### config.mk
export PLATFORM = sky130hd
export DESIGN_NAME = asvr_receiver
export DESIGN_NICKNAME = d
export VERILOG_FILES = /design/src/common/asvr_pkg.sv /design/src/asvr_ms_timer.sv /design/src/asvr_receiver.sv
export SDC_FILE = /design/constraint.sdc
export NUM_CORES = 2
export LEC_CHECK = 0
export ABC_AREA = 1
export ABC_CLOCK_PERIOD_IN_PS = 4930
export BUFFER_PORTS_ARGS = -buffer_cell sky130_fd_sc_hd__buf_2
export CAP_MARGIN = 20
export CELL_PAD_IN_SITES_DETAIL_PLACEMENT = 0
export CELL_PAD_IN_SITES_GLOBAL_PLACEMENT = 1
export CORE_ASPECT_RATIO = 1.2
export CORE_MARGIN = 2
export CORE_UTILIZATION = 45
export DETAILED_ROUTE_END_ITERATION = 10
export PLACE_DENSITY_LB_ADDON = 0.1
export SKIP_LAST_GASP = 1
export SLEW_MARGIN = 20
export SYNTH_ARGS = -nofsm -noshare
export SYNTH_HDL_FRONTEND = slang
export SYNTH_HIERARCHICAL = 1
export SYNTH_SLANG_ARGS = --single-unit
### constraint.sdc
create_clock -name mclk -period 4.93 [get_ports mclk]
set_clock_uncertainty 0.1 [all_clocks]
set_input_delay 0.986 -clock mclk [delete_from_list [all_inputs] [get_ports mclk]]
set_output_delay 0.986 -clock mclk [all_outputs]
set_load 0.005 [all_outputs]
### src/common/asvr_pkg.sv
// Package of constants and types for the ASCII variable string receiver
`default_nettype none
package asvr_pkg;
  // ****************************************
  // Timing
  // ****************************************
  localparam int unsigned ASVR_CLK_HZ = 100_000_000;
  localparam int unsigned ASVR_MS_UNIT = 1;
  // Cycles in one millisecond of timeout setting
  localparam int unsigned ASVR_CYC_PER_MS = ASVR_CLK_HZ / 1000 * ASVR_MS_UNIT;
  localparam int unsigned ASVR_MS_CNT_W = 17;
  // ****************************************
  // Sizes and limits
  // ****************************************
  localparam int unsigned ASVR_MAX_LEN_DEF = 128;
  localparam int unsigned ASVR_LEN_W = 8;
  localparam int unsigned ASVR_ADDR_W = 16;
  localparam int unsigned ASVR_TMO_W = 16;
  localparam int unsigned ASVR_WORD_W = 16;
  localparam logic [7:0] ASVR_LEN_MIN = 8'h01;
  localparam logic [7:0] ASVR_LEN_MAX = 8'h80;
  localparam logic [15:0] ASVR_TMO_OFF = 16'h0000;
  // Receiver states
  typedef enum logic [2:0] {
    ASVR_IDLE,
    ASVR_WAIT_FIRST,
    ASVR_RECV,
    ASVR_FLUSH,
    ASVR_DONE,
    ASVR_FAULT
  } asvr_state_t;
endpackage
`default_nettype wire

### src/asvr_ms_timer.sv
// Millisecond timer that counts elapsed time since its last restart
`default_nettype none
module asvr_ms_timer
  import asvr_pkg::*;
#(
  parameter int unsigned CYC_PER_MS = ASVR_CYC_PER_MS
)
(
  input wire logic mclk,
  input wire logic rst,
  input wire logic restart,
  input wire logic [ASVR_TMO_W-1:0] limit_ms,
  output logic expired
);
  logic [ASVR_MS_CNT_W-1:0] cyc_q, cyc_d;
  logic [ASVR_TMO_W:0] ms_q, ms_d;
  logic tick;

  // Prescaler and saturating ms counter
  always_comb
  begin
    tick = (cyc_q == ASVR_MS_CNT_W'(CYC_PER_MS - 1));
    cyc_d = tick ? '0 : cyc_q + 1'b1;
    ms_d = ms_q;
    if (tick && !ms_q[ASVR_TMO_W])
    begin
      ms_d = ms_q + 1'b1;
    end
    if (restart)
    begin
      cyc_d = '0;
      ms_d = '0;
    end
  end

  always_ff @(posedge mclk)
  begin
    if (rst)
    begin
      cyc_q <= '0;
      ms_q <= '0;
    end
    else
    begin
      cyc_q <= cyc_d;
      ms_q <= ms_d;
    end
  end

  // Exceeds means strictly more whole ms than set; zero disables
  // RL7 zero disables check
  assign expired = (limit_ms != ASVR_TMO_OFF) && (ms_q > {1'b0, limit_ms});
endmodule
`default_nettype wire

### src/asvr_receiver.sv
// Variable-length ASCII string receiver writing packed words to memory
// ****************************************
// Functional notes
// RL1: Strings vary in length and end on termination characters, not a count.
// RL2: Each string is stored in word memory starting at the destination address.
// RL3: Maximum length is configured in bytes, valid from 1 to 128.
// RL4: A gap between characters longer than the inter-character timeout sets its flag.
// RL5: After an inter-character timeout no received data is written to memory.
// RL6: The inter-character timeout flag clears only when enable drops.
// RL7: A timeout setting of zero disables that timeout check.
// RL8: Too long a wait from enable to first character sets the first-character flag.
// RL9: The first-character timeout flag holds until enable drops.
// RL10: With byte swap on, the two bytes of every stored word are exchanged.
// RL11: The termination code is one or two characters, as configured.
// RL12: Busy is high while the receiver is taking in data.
// RL13: Complete is set once data through the termination code has arrived.
// RL14: Complete clears when enable drops.
// RL15: Overflow is set when received bytes exceed the maximum length.
// RL16: Bytes pack two per word in arrival order, low byte first unless swapped.
// RL17: A new reception needs enable dropped and raised again.
// ****************************************
`default_nettype none
module asvr_receiver
  import asvr_pkg::*;
#(
  parameter int unsigned MAX_LEN = ASVR_MAX_LEN_DEF,
  parameter int unsigned CYC_PER_MS = ASVR_CYC_PER_MS
)
(
  input wire logic mclk,
  input wire logic rst,
  input wire logic rx_enable,
  input wire logic rx_valid,
  input wire logic [7:0] rx_data,
  input wire logic [ASVR_ADDR_W-1:0] dest_addr,
  input wire logic [ASVR_LEN_W-1:0] max_len,
  input wire logic [ASVR_TMO_W-1:0] interchar_tmo_ms,
  input wire logic [ASVR_TMO_W-1:0] firstchar_tmo_ms,
  input wire logic byte_swap,
  input wire logic term_two,
  input wire logic [7:0] term_char0,
  input wire logic [7:0] term_char1,
  output logic mem_we,
  output logic [ASVR_ADDR_W-1:0] mem_addr,
  output logic [ASVR_WORD_W-1:0] mem_wdata,
  output logic busy,
  output logic complete,
  output logic interchar_err,
  output logic firstchar_err,
  output logic overflow_err,
  output logic cfg_err
);
  // One spare slot: a first terminator char may land right at the length limit
  localparam int unsigned BUF_N = MAX_LEN + 1;

  // ****************************************
  // State
  // ****************************************
  asvr_state_t state_q, state_d;
  logic [7:0] buf_q [BUF_N];
  logic [ASVR_LEN_W-1:0] cnt_q, cnt_d;
  logic [ASVR_LEN_W-1:0] rd_q, rd_d;
  logic [7:0] prev_q, prev_d;
  logic en_q, en_d;
  logic done_q, done_d, ic_q, ic_d, fc_q, fc_d, ov_q, ov_d, ce_q, ce_d;
  logic we_q, we_d;
  logic [ASVR_ADDR_W-1:0] addr_q, addr_d;
  logic [ASVR_WORD_W-1:0] wdata_q, wdata_d;
  logic restart, ic_exp, fc_exp, is_term, buf_we;
  logic [7:0] lo_b, hi_b;

  // Shared timer; restarted on enable rise and on every character
  asvr_ms_timer #(
    .CYC_PER_MS(CYC_PER_MS)
  ) u_timer (
    .mclk(mclk),
    .rst(rst),
    .restart(restart),
    .limit_ms(state_q == ASVR_WAIT_FIRST ? firstchar_tmo_ms : interchar_tmo_ms),
    .expired(ic_exp)
  );
  assign fc_exp = ic_exp;

  // Termination match on one or two characters
  always_comb
  begin
    // RL11 term code match
    if (term_two)
    begin
      is_term = (cnt_q != '0) && (prev_q == term_char0) && (rx_data == term_char1);
    end
    else
    begin
      is_term = (rx_data == term_char0);
    end
  end

  // Next-state logic for the whole receive sequence
  always_comb
  begin
    state_d = state_q;
    cnt_d = cnt_q;
    rd_d = rd_q;
    prev_d = prev_q;
    en_d = rx_enable;
    done_d = done_q;
    ic_d = ic_q;
    fc_d = fc_q;
    ov_d = ov_q;
    ce_d = ce_q;
    we_d = 1'b0;
    addr_d = addr_q;
    wdata_d = wdata_q;
    restart = 1'b0;
    buf_we = 1'b0;
    lo_b = buf_q[rd_q];
    hi_b = (rd_q + 1'b1 < cnt_q) ? buf_q[ASVR_LEN_W'(rd_q + 1'b1)] : 8'h00;
    case (state_q)
      ASVR_IDLE:
      begin
        // RL17 rising edge arms
        if (rx_enable && !en_q)
        begin
          restart = 1'b1;
          cnt_d = '0;
          rd_d = '0;
          // RL3 length range check
          if (max_len < ASVR_LEN_MIN || max_len > ASVR_LEN_MAX
              || 32'(max_len) > MAX_LEN)
          begin
            ce_d = 1'b1;
            state_d = ASVR_FAULT;
          end
          else
          begin
            state_d = ASVR_WAIT_FIRST;
          end
        end
      end
      ASVR_WAIT_FIRST, ASVR_RECV:
      begin
        if (rx_valid)
        begin
          restart = 1'b1;
          prev_d = rx_data;
          state_d = ASVR_RECV;
          // RL1 end on terminator
          if (is_term)
          begin
            // Strip the first terminator already buffered in two-char mode
            if (term_two)
            begin
              cnt_d = cnt_q - 1'b1;
            end
            rd_d = '0;
            addr_d = dest_addr;
            state_d = ASVR_FLUSH;
          end
          // RL15 overflow on excess
          // Only one pending first terminator may pass the limit, never a run of them
          else if (cnt_q > max_len
                   || (cnt_q == max_len && !(term_two && rx_data == term_char0)))
          begin
            ov_d = 1'b1;
            state_d = ASVR_FAULT;
          end
          else
          begin
            buf_we = 1'b1;
            cnt_d = cnt_q + 1'b1;
          end
        end
        // RL8 first char timeout
        else if (state_q == ASVR_WAIT_FIRST && fc_exp)
        begin
          fc_d = 1'b1;
          state_d = ASVR_FAULT;
        end
        // RL4 interchar timeout
        else if (state_q == ASVR_RECV && ic_exp)
        begin
          // RL5 nothing stored
          ic_d = 1'b1;
          state_d = ASVR_FAULT;
        end
      end
      ASVR_FLUSH:
      begin
        // RL2 write from destination
        if (rd_q < cnt_q)
        begin
          we_d = 1'b1;
          addr_d = (rd_q == '0) ? dest_addr : addr_q + 1'b1;
          // RL16 low byte first
          wdata_d = {hi_b, lo_b};
          // RL10 byte swap
          if (byte_swap)
          begin
            wdata_d = {lo_b, hi_b};
          end
          rd_d = rd_q + 2'd2;
        end
        else
        begin
          // RL13 complete after terminator
          done_d = 1'b1;
          state_d = ASVR_DONE;
        end
      end
      default:
      begin
        state_d = state_q;
      end
    endcase
    // RL6 RL9 RL14 flags cleared on enable drop
    if (!rx_enable)
    begin
      state_d = ASVR_IDLE;
      done_d = 1'b0;
      ic_d = 1'b0;
      fc_d = 1'b0;
      ov_d = 1'b0;
      ce_d = 1'b0;
    end
  end

  always_ff @(posedge mclk)
  begin
    if (rst)
    begin
      state_q <= ASVR_IDLE;
      cnt_q <= '0;
      rd_q <= '0;
      prev_q <= 8'h00;
      en_q <= 1'b0;
      done_q <= 1'b0;
      ic_q <= 1'b0;
      fc_q <= 1'b0;
      ov_q <= 1'b0;
      ce_q <= 1'b0;
      we_q <= 1'b0;
      addr_q <= '0;
      wdata_q <= '0;
    end
    else
    begin
      state_q <= state_d;
      cnt_q <= cnt_d;
      rd_q <= rd_d;
      prev_q <= prev_d;
      en_q <= en_d;
      done_q <= done_d;
      ic_q <= ic_d;
      fc_q <= fc_d;
      ov_q <= ov_d;
      ce_q <= ce_d;
      we_q <= we_d;
      addr_q <= addr_d;
      wdata_q <= wdata_d;
    end
  end

  // String staging buffer; held back from memory so a timeout discards it
  always_ff @(posedge mclk)
  begin
    if (buf_we)
    begin
      buf_q[cnt_q] <= rx_data;
    end
  end

  assign mem_we = we_q;
  assign mem_addr = addr_q;
  assign mem_wdata = wdata_q;
  // RL12 busy while receiving
  assign busy = (state_q == ASVR_WAIT_FIRST) || (state_q == ASVR_RECV)
              || (state_q == ASVR_FLUSH);
  assign complete = done_q;
  assign interchar_err = ic_q;
  assign firstchar_err = fc_q;
  assign overflow_err = ov_q;
  assign cfg_err = ce_q;
endmodule
`default_nettype wire

Word-level counts from Yosys, hierarchy flattened
Memories as Yosys holds them, arrays and structs flattened. A register that Yosys moved wholly into a read port is not among the register bits.
Cells that the tools add are included.
{"block": "totals", "regBits": 100, "mem_bits_rw": 1032, "out_inout_bits": 39, "n_memories": 1}
{"block": "op_classes", "add_sub_neg": 7, "order_cmp": 7, "n_eq_ne": 16, "mux": 40, "bitwise_logic": 6, "reduce_logical": 40}
{"name": "buf_q", "depth": 129, "width": 8, "read_ports": 2, "rd_clocked_by_memory_dff": 1, "wr": 1, "line_no": "asvr_receiver.sv:60", "rtl": "logic [7:0] buf_q [BUF_N];"}
{"operator": "16-bit two-way mux", "n": 6}
{"operator": "8-bit two-way mux", "n": 11}
{"operator": "17-bit by 1-bit adder with 17-bit output, second input constant", "n": 2}
{"operator": "8-bit == test", "n": 4}
{"operator": "16-bit case mux with 2 select lines", "n": 1}
{"operator": "3-bit two-way mux", "n": 8}
{"operator": "8-bit case mux with 3 select lines", "n": 1}
{"operator": "17-bit == test, second input constant", "n": 1}
{"operator": "17-bit by 16-bit greater-than comparator with 1-bit output", "n": 1}
{"operator": "16-bit by 1-bit adder with 16-bit output, second input constant", "n": 1}
{"operator": "8-bit by 1-bit adder with 8-bit output, second input constant", "n": 2}
{"operator": "8-bit greater-than comparator, second input constant", "n": 2}
{"operator": "8-bit < comparator", "n": 2}
{"operator": "8-bit case mux with 2 select lines", "n": 1}
{"operator": "4-bit AND reduction", "n": 4}
{"operator": "16-bit nonzero test", "n": 1}
{"operator": "1-bit two-way mux", "n": 10}
{"operator": "2-bit != test, second input constant", "n": 5}
{"operator": "5-bit AND reduction", "n": 2}
{"operator": "1-bit logical AND", "n": 9}
{"operator": "3-bit case mux with 3 select lines", "n": 1}
{"operator": "8-bit by 2-bit adder with 8-bit output, second input constant", "n": 1}
{"operator": "8-bit greater-than comparator", "n": 1}
{"operator": "8-bit zero test", "n": 1}
{"operator": "18 further kinds", "n": 38}

Logic depth before layout (Yosys ltp)
{"block": "logic_depth", "depth_word": 11, "ltp_mapped": 21, "ltp_nobuf": 21}

By module
The synthesis kept the hierarchy.
{"module": "asvr_receiver", "n_inst": 1, "cells_per_inst": 6570, "area_per_inst_um2": 56638.1}
{"module": "asvr_ms_timer", "n_inst": 1, "cells_per_inst": 389, "area_per_inst_um2": 2516.2}

Worst setup path before layout
No wires, ideal clock.
{"block": "synth_timing", "path_kind": "in2reg", "from": "in max_len[7]", "to": "mem buf_q[30][0], enable pin", "setup_time_ns": 0.395, "arrival_time_ns": 3.055, "t_required_ns": 4.435, "path_slack_ns": 1.380, "cell_stages": 12, "n_path_buf": 0, "path_cell_list": "inv_1 ha_1 nand2_1 nor2_1 nand4_1 nor2_1 nand3_1 nand2_1 nand2_1 nor2_8 nand3_1 nor4_1"}
{"block": "synth_between", "elab_chain_cells": 9}
{"item": "start, declared", "line_no": "asvr_receiver.sv:36", "rtl": "input wire logic [ASVR_LEN_W-1:0] max_len,"}
{"item": "parallel branches: the longest is 2 deep, another holds 8-bit greater-than comparator"}
{"item": "1-bit logical OR (*)", "line_no": "asvr_receiver.sv:162", "rtl": "|| (cnt_q == max_len && !(term_two && rx_data == term_char0)))"}
{"item": "1-bit two-way mux (*)", "line_no": "asvr_receiver.sv:161", "rtl": "else if (cnt_q > max_len"}
{"item": "1-bit two-way mux (*)", "line_no": "asvr_receiver.sv:148", "rtl": "if (is_term)"}
{"item": "1-bit two-way mux (*)", "line_no": "asvr_receiver.sv:142", "rtl": "if (rx_valid)"}
{"item": "1-bit two-way mux (*)", "line_no": "asvr_receiver.sv:118", "rtl": "case (state_q)"}
{"item": "1-bit two-way mux (*)", "line_no": "asvr_receiver.sv:266", "rtl": "if (buf_we)"}
{"item": "1-bit two-way mux (not written as such) (*)", "line_no": "asvr_receiver.sv:268", "rtl": "buf_q[cnt_q] <= rx_data;"}
{"item": "end, declared", "line_no": "asvr_receiver.sv:60"}
Every way passes the cells marked *.

Worst setup path after layout
{"block": "layout_timing", "from": "reg rd_q[0]", "to": "reg wdata_q[4], in the netlist mem_wdata[4]"}
{"block": "layout_between", "elab_chain_cells": 4}
{"item": "start, declared", "line_no": "asvr_receiver.sv:62", "rtl": "logic [ASVR_LEN_W-1:0] rd_q, rd_d;"}
{"item": "start signal, assigned", "line_no": "asvr_receiver.sv:249", "rtl": "rd_q <= rd_d;"}
{"item": "8-bit by 1-bit adder with 8-bit output", "line_no": "asvr_receiver.sv:117", "rtl": "hi_b = (rd_q + 1'b1 < cnt_q) ? buf_q[ASVR_LEN_W'(rd_q + 1'b1)] : 8'h00;"}
{"item": "memory 129 x 8 bit or 8-bit < comparator (tied branches)"}
{"item": "8-bit two-way mux", "line_no": "asvr_receiver.sv:117"}
{"item": "16-bit two-way mux", "line_no": "asvr_receiver.sv:197", "rtl": "if (byte_swap)"}
{"item": "end signal, assigned", "line_no": "asvr_receiver.sv:259", "rtl": "wdata_q <= wdata_d;"}
{"item": "end, declared", "line_no": "asvr_receiver.sv:68", "rtl": "logic [ASVR_WORD_W-1:0] wdata_q, wdata_d;"}
Parallel ways exist; a longest one is shown, timed or not.
A chain may end at the register's enable or synchronous reset.

==> flow_summary.toml <==
[run_status]
status = "complete, no violations"

[detailed_routing]
vias = 52000
drt_iter0_markers = 6518
routed_wl_mm = 228
post-route-drc-count = 0
first_pass_iters = 6
antenna_left = 0
wire_per_inst_um = 26.2
routed_via_density = 5.98

[die]
rows = 145
coreArea_sq_um = 130000
dieHeight_um = 401
ios = 125
dieArea_sq_um = 134000
start_util_pct = 45.4
chipWidth_um = 335

[place]
globalplace.congestion = 0.969
dpl.hpwl_mm = 136
placed_area_sq_um = 61900
placed_cells = 8481
port_buffers = 124

[power_and_ir_drop]
power.density_nw_per_um2 = 355
leakage_nw = 24.9
irDropWorstVdd_uv = 322

[cts]
postCtsSetupBuffers = 0
clock_sinks = 1140
clk_path_buf_depth = 3
ctsHoldBuffers = 0
cts_tree = "built"
cts_root_buf = "clkbuf_16"
clk-insertion-delay-late_ns = 0.74
cts-buffers-inserted = 114
clk_pin_slew_ns = 0.07
ctsResizeCount = 0
htree_levels = 3

[synthesis]
synth.distinct_cells = 50
synth.cell_area_sq_um = 59200
synth_seq_cells = 1140
syn_inst = 6959
synth.avg_cell_area_sq_um = 8.50
yosys_warnings = 6
ys_seq_area_share_pct = 56.0
synth_nets = 7096

[min_path]
hold_depth = 1
hold_class = "reg -> reg"
hold_start = "u_timer/cyc_q[0]"
whs_endpoint = "u_timer/cyc_q[0]"

[sta]
timing.final.crit_share_pct = 80.5
tightest_slew_ns = 1.17
fin_tns_setup_ns = 0
whs_ns = 0.346
drv_slew = 0
rsz0062_at_grt = "false"
hold_viol = 0
slew_headroom_pct = 22.1
min_period_ns = 3.97
setup_viol = 0
fmax_mhz = 252

[critical_path]
r2r_slack_ns = 0.96
required_ns = 5.45
reg2reg_depth = 15
timing.rr.end = "mem_wdata[4]"
reg2reg_from = "rd_q[0]"
arrival_ns = 4.49
cp_max_fo = 65
startpoint_type = "flop"
cp-end-kind = "flop"
crit_type = "reg -> reg"

[grt]
grt_pass1_vias = 49900
grt_first_pass_wirelength_mm = 332
grt.total_usage_pct = 33.3
gr-total-overflow = 0
antenna_found_initial = 9
grt_max_degree = 143

[layout]
fin_nets = 7044
drive_above_1_share_pct = 8.28
fill_cells = 12200
multi_input_area_sq_um = 23400
final_cells = 8697
postLayoutCellArea_sq_um = 65800
register_area_sq_um = 33200
area_growth_pct = 11.2

[job]
max-cap-violations = 0
-- sequential cells by signal, summed over array words and instances, names as in the netlist, named ones only --
signal	flops
buf_q	1032
mem_we	1
state_q	3
u_timer/ms_q	17
en_q	1
rd_q	8
overflow_err	1
mem_addr	16
firstchar_err	1
cnt_q	8
complete	1
interchar_err	1
mem_wdata	16
prev_q	8
u_timer/cyc_q	17
cfg_err	1
-- layer usage --
metal  global-route usage [%]  routed length (um)
met1                     43.6               89300
met2                     53.0              106000
met3                     6.19               20600
met4                     16.6               11700
met5                        0                  86
-- layout by cell type, fill, tap and decap left out, drive strengths merged, types with 2 or more instances in the layout --
master and count:
edfxtp 1032, a21o 2, inv 166, or2 4, buf 310, nand3 2050
nand2 2470, o21a 2, o21ai 64, o22ai 2, a31oi 5, a21oi 94
clkbuf 136, xor2 35, o211ai 2, xnor2 15, nand4 40, nor4 7
a211oi 2, clkinv 44, dfxtp 108, bufinv 18, clkinvlp 13, nor2 305
nor3 22, ha 50
-- where the power goes --
| part | internal (mW) | leakage, nW | switching [mW] |
|---|---|---|---|
| clock | 5.30 | 1.88 | 3.98 |
| combinational | 0.857 | 12.9 | 2.60 |
| sequential | 10.6 | 10.2 | 0.0610 |
| total | 16.7 | 24.9 | 6.64 |
-- final cells by class --
class	count	share of cell area, %
Sequential cell	1140	50.4
Multi-Input combinational cell	5179	35.6
Clock buffer	136	4.56
Timing Repair Buffer	310	3.80
Tap cell	1690	3.21
Clock inverter	79	1.41
Inverter	162	0.992
Antenna cell	1	0.00380
-- cells by family after synthesis --
logic type                 share of synthesized area, %
xor gates and xnor gates                          0.753
adders and majority gates                          1.09
AOI/OAI and AO/OA                                  1.61
DFF                                                56.0
and+or+nand+nor                                    36.1
buffers and inverters                              4.44
-- synth_stat cells, drive strengths merged --
master,number,area [sq um]
nand2,2470,9300
nand3,2050,10300
edfxtp,1032,31000
nor2,305,1240
buf,240,1120
clkbuf,238,893
inv,158,598
dfxtp,108,2160
a21oi,94,474
o21ai,64,328
ha,50,626
nand4,40,256
xor2,35,314
nor3,22,154
xnor2,15,131
nor4,7,43.8
a31oi,5,31.3
clkinv,4,15.0
or2,4,25.0
a211oi,2,15.0
a21o,2,15.0
o211ai,2,15.0
o21a,2,15.0
o22ai,2,12.5
a21boi,1,11.3
fa,1,20.0
nand3b,1,7.51
nor3b,1,7.51
o2111ai,1,8.76
o21bai,1,7.51
o31a,1,8.76
o31ai,1,7.51
-- worst max path at each step --
stage	slack, ns	startpoint	to
5_1_grt	0.64	state_q[2]	state_q[2]
3_3_place_gp	0.70	max_len[7]	buf_q[82][7]
6_report	0.96	rd_q[0]	mem_wdata[4]
3_5_place_dp	0.73	max_len[7]	buf_q[82][7]
4_1_cts	1.01	rd_q[2]	mem_wdata[10]
2_1_floorplan	1.38	max_len[7]	buf_q[30][0]
-- metrics by stage --
step / power [mW] / utilization (%) / setup WS (ns)
after floorplan: 12.6 / - / 1.38
after global placement: 14.2 / 47.5 / 0.700
after detailed placement: 14.2 / 47.5 / 0.725
after CTS: 23.4 / 50.5 / 1.01
after global routing: 24.0 / 50.5 / 0.636
final: 23.4 / 50.5 / 0.964
-- worst max-delay path, cell delays in order (launching register included) --
cell     delay [ns]
dfxtp_4        0.48
inv_8          0.15
ha_4           0.43
inv_8          0.44
buf_12         0.28
nand3_1        0.10
nand3_1        0.15
nand3_1        0.18
nand3_1        0.35
nand3_1        0.32
nand3_1        0.16
nand3_1        0.20
nand3_1        0.14
nand2_1        0.06
nor2_1         0.11
nor2_1         0.05
Note: power is estimated with default switching activity, not from simulation.
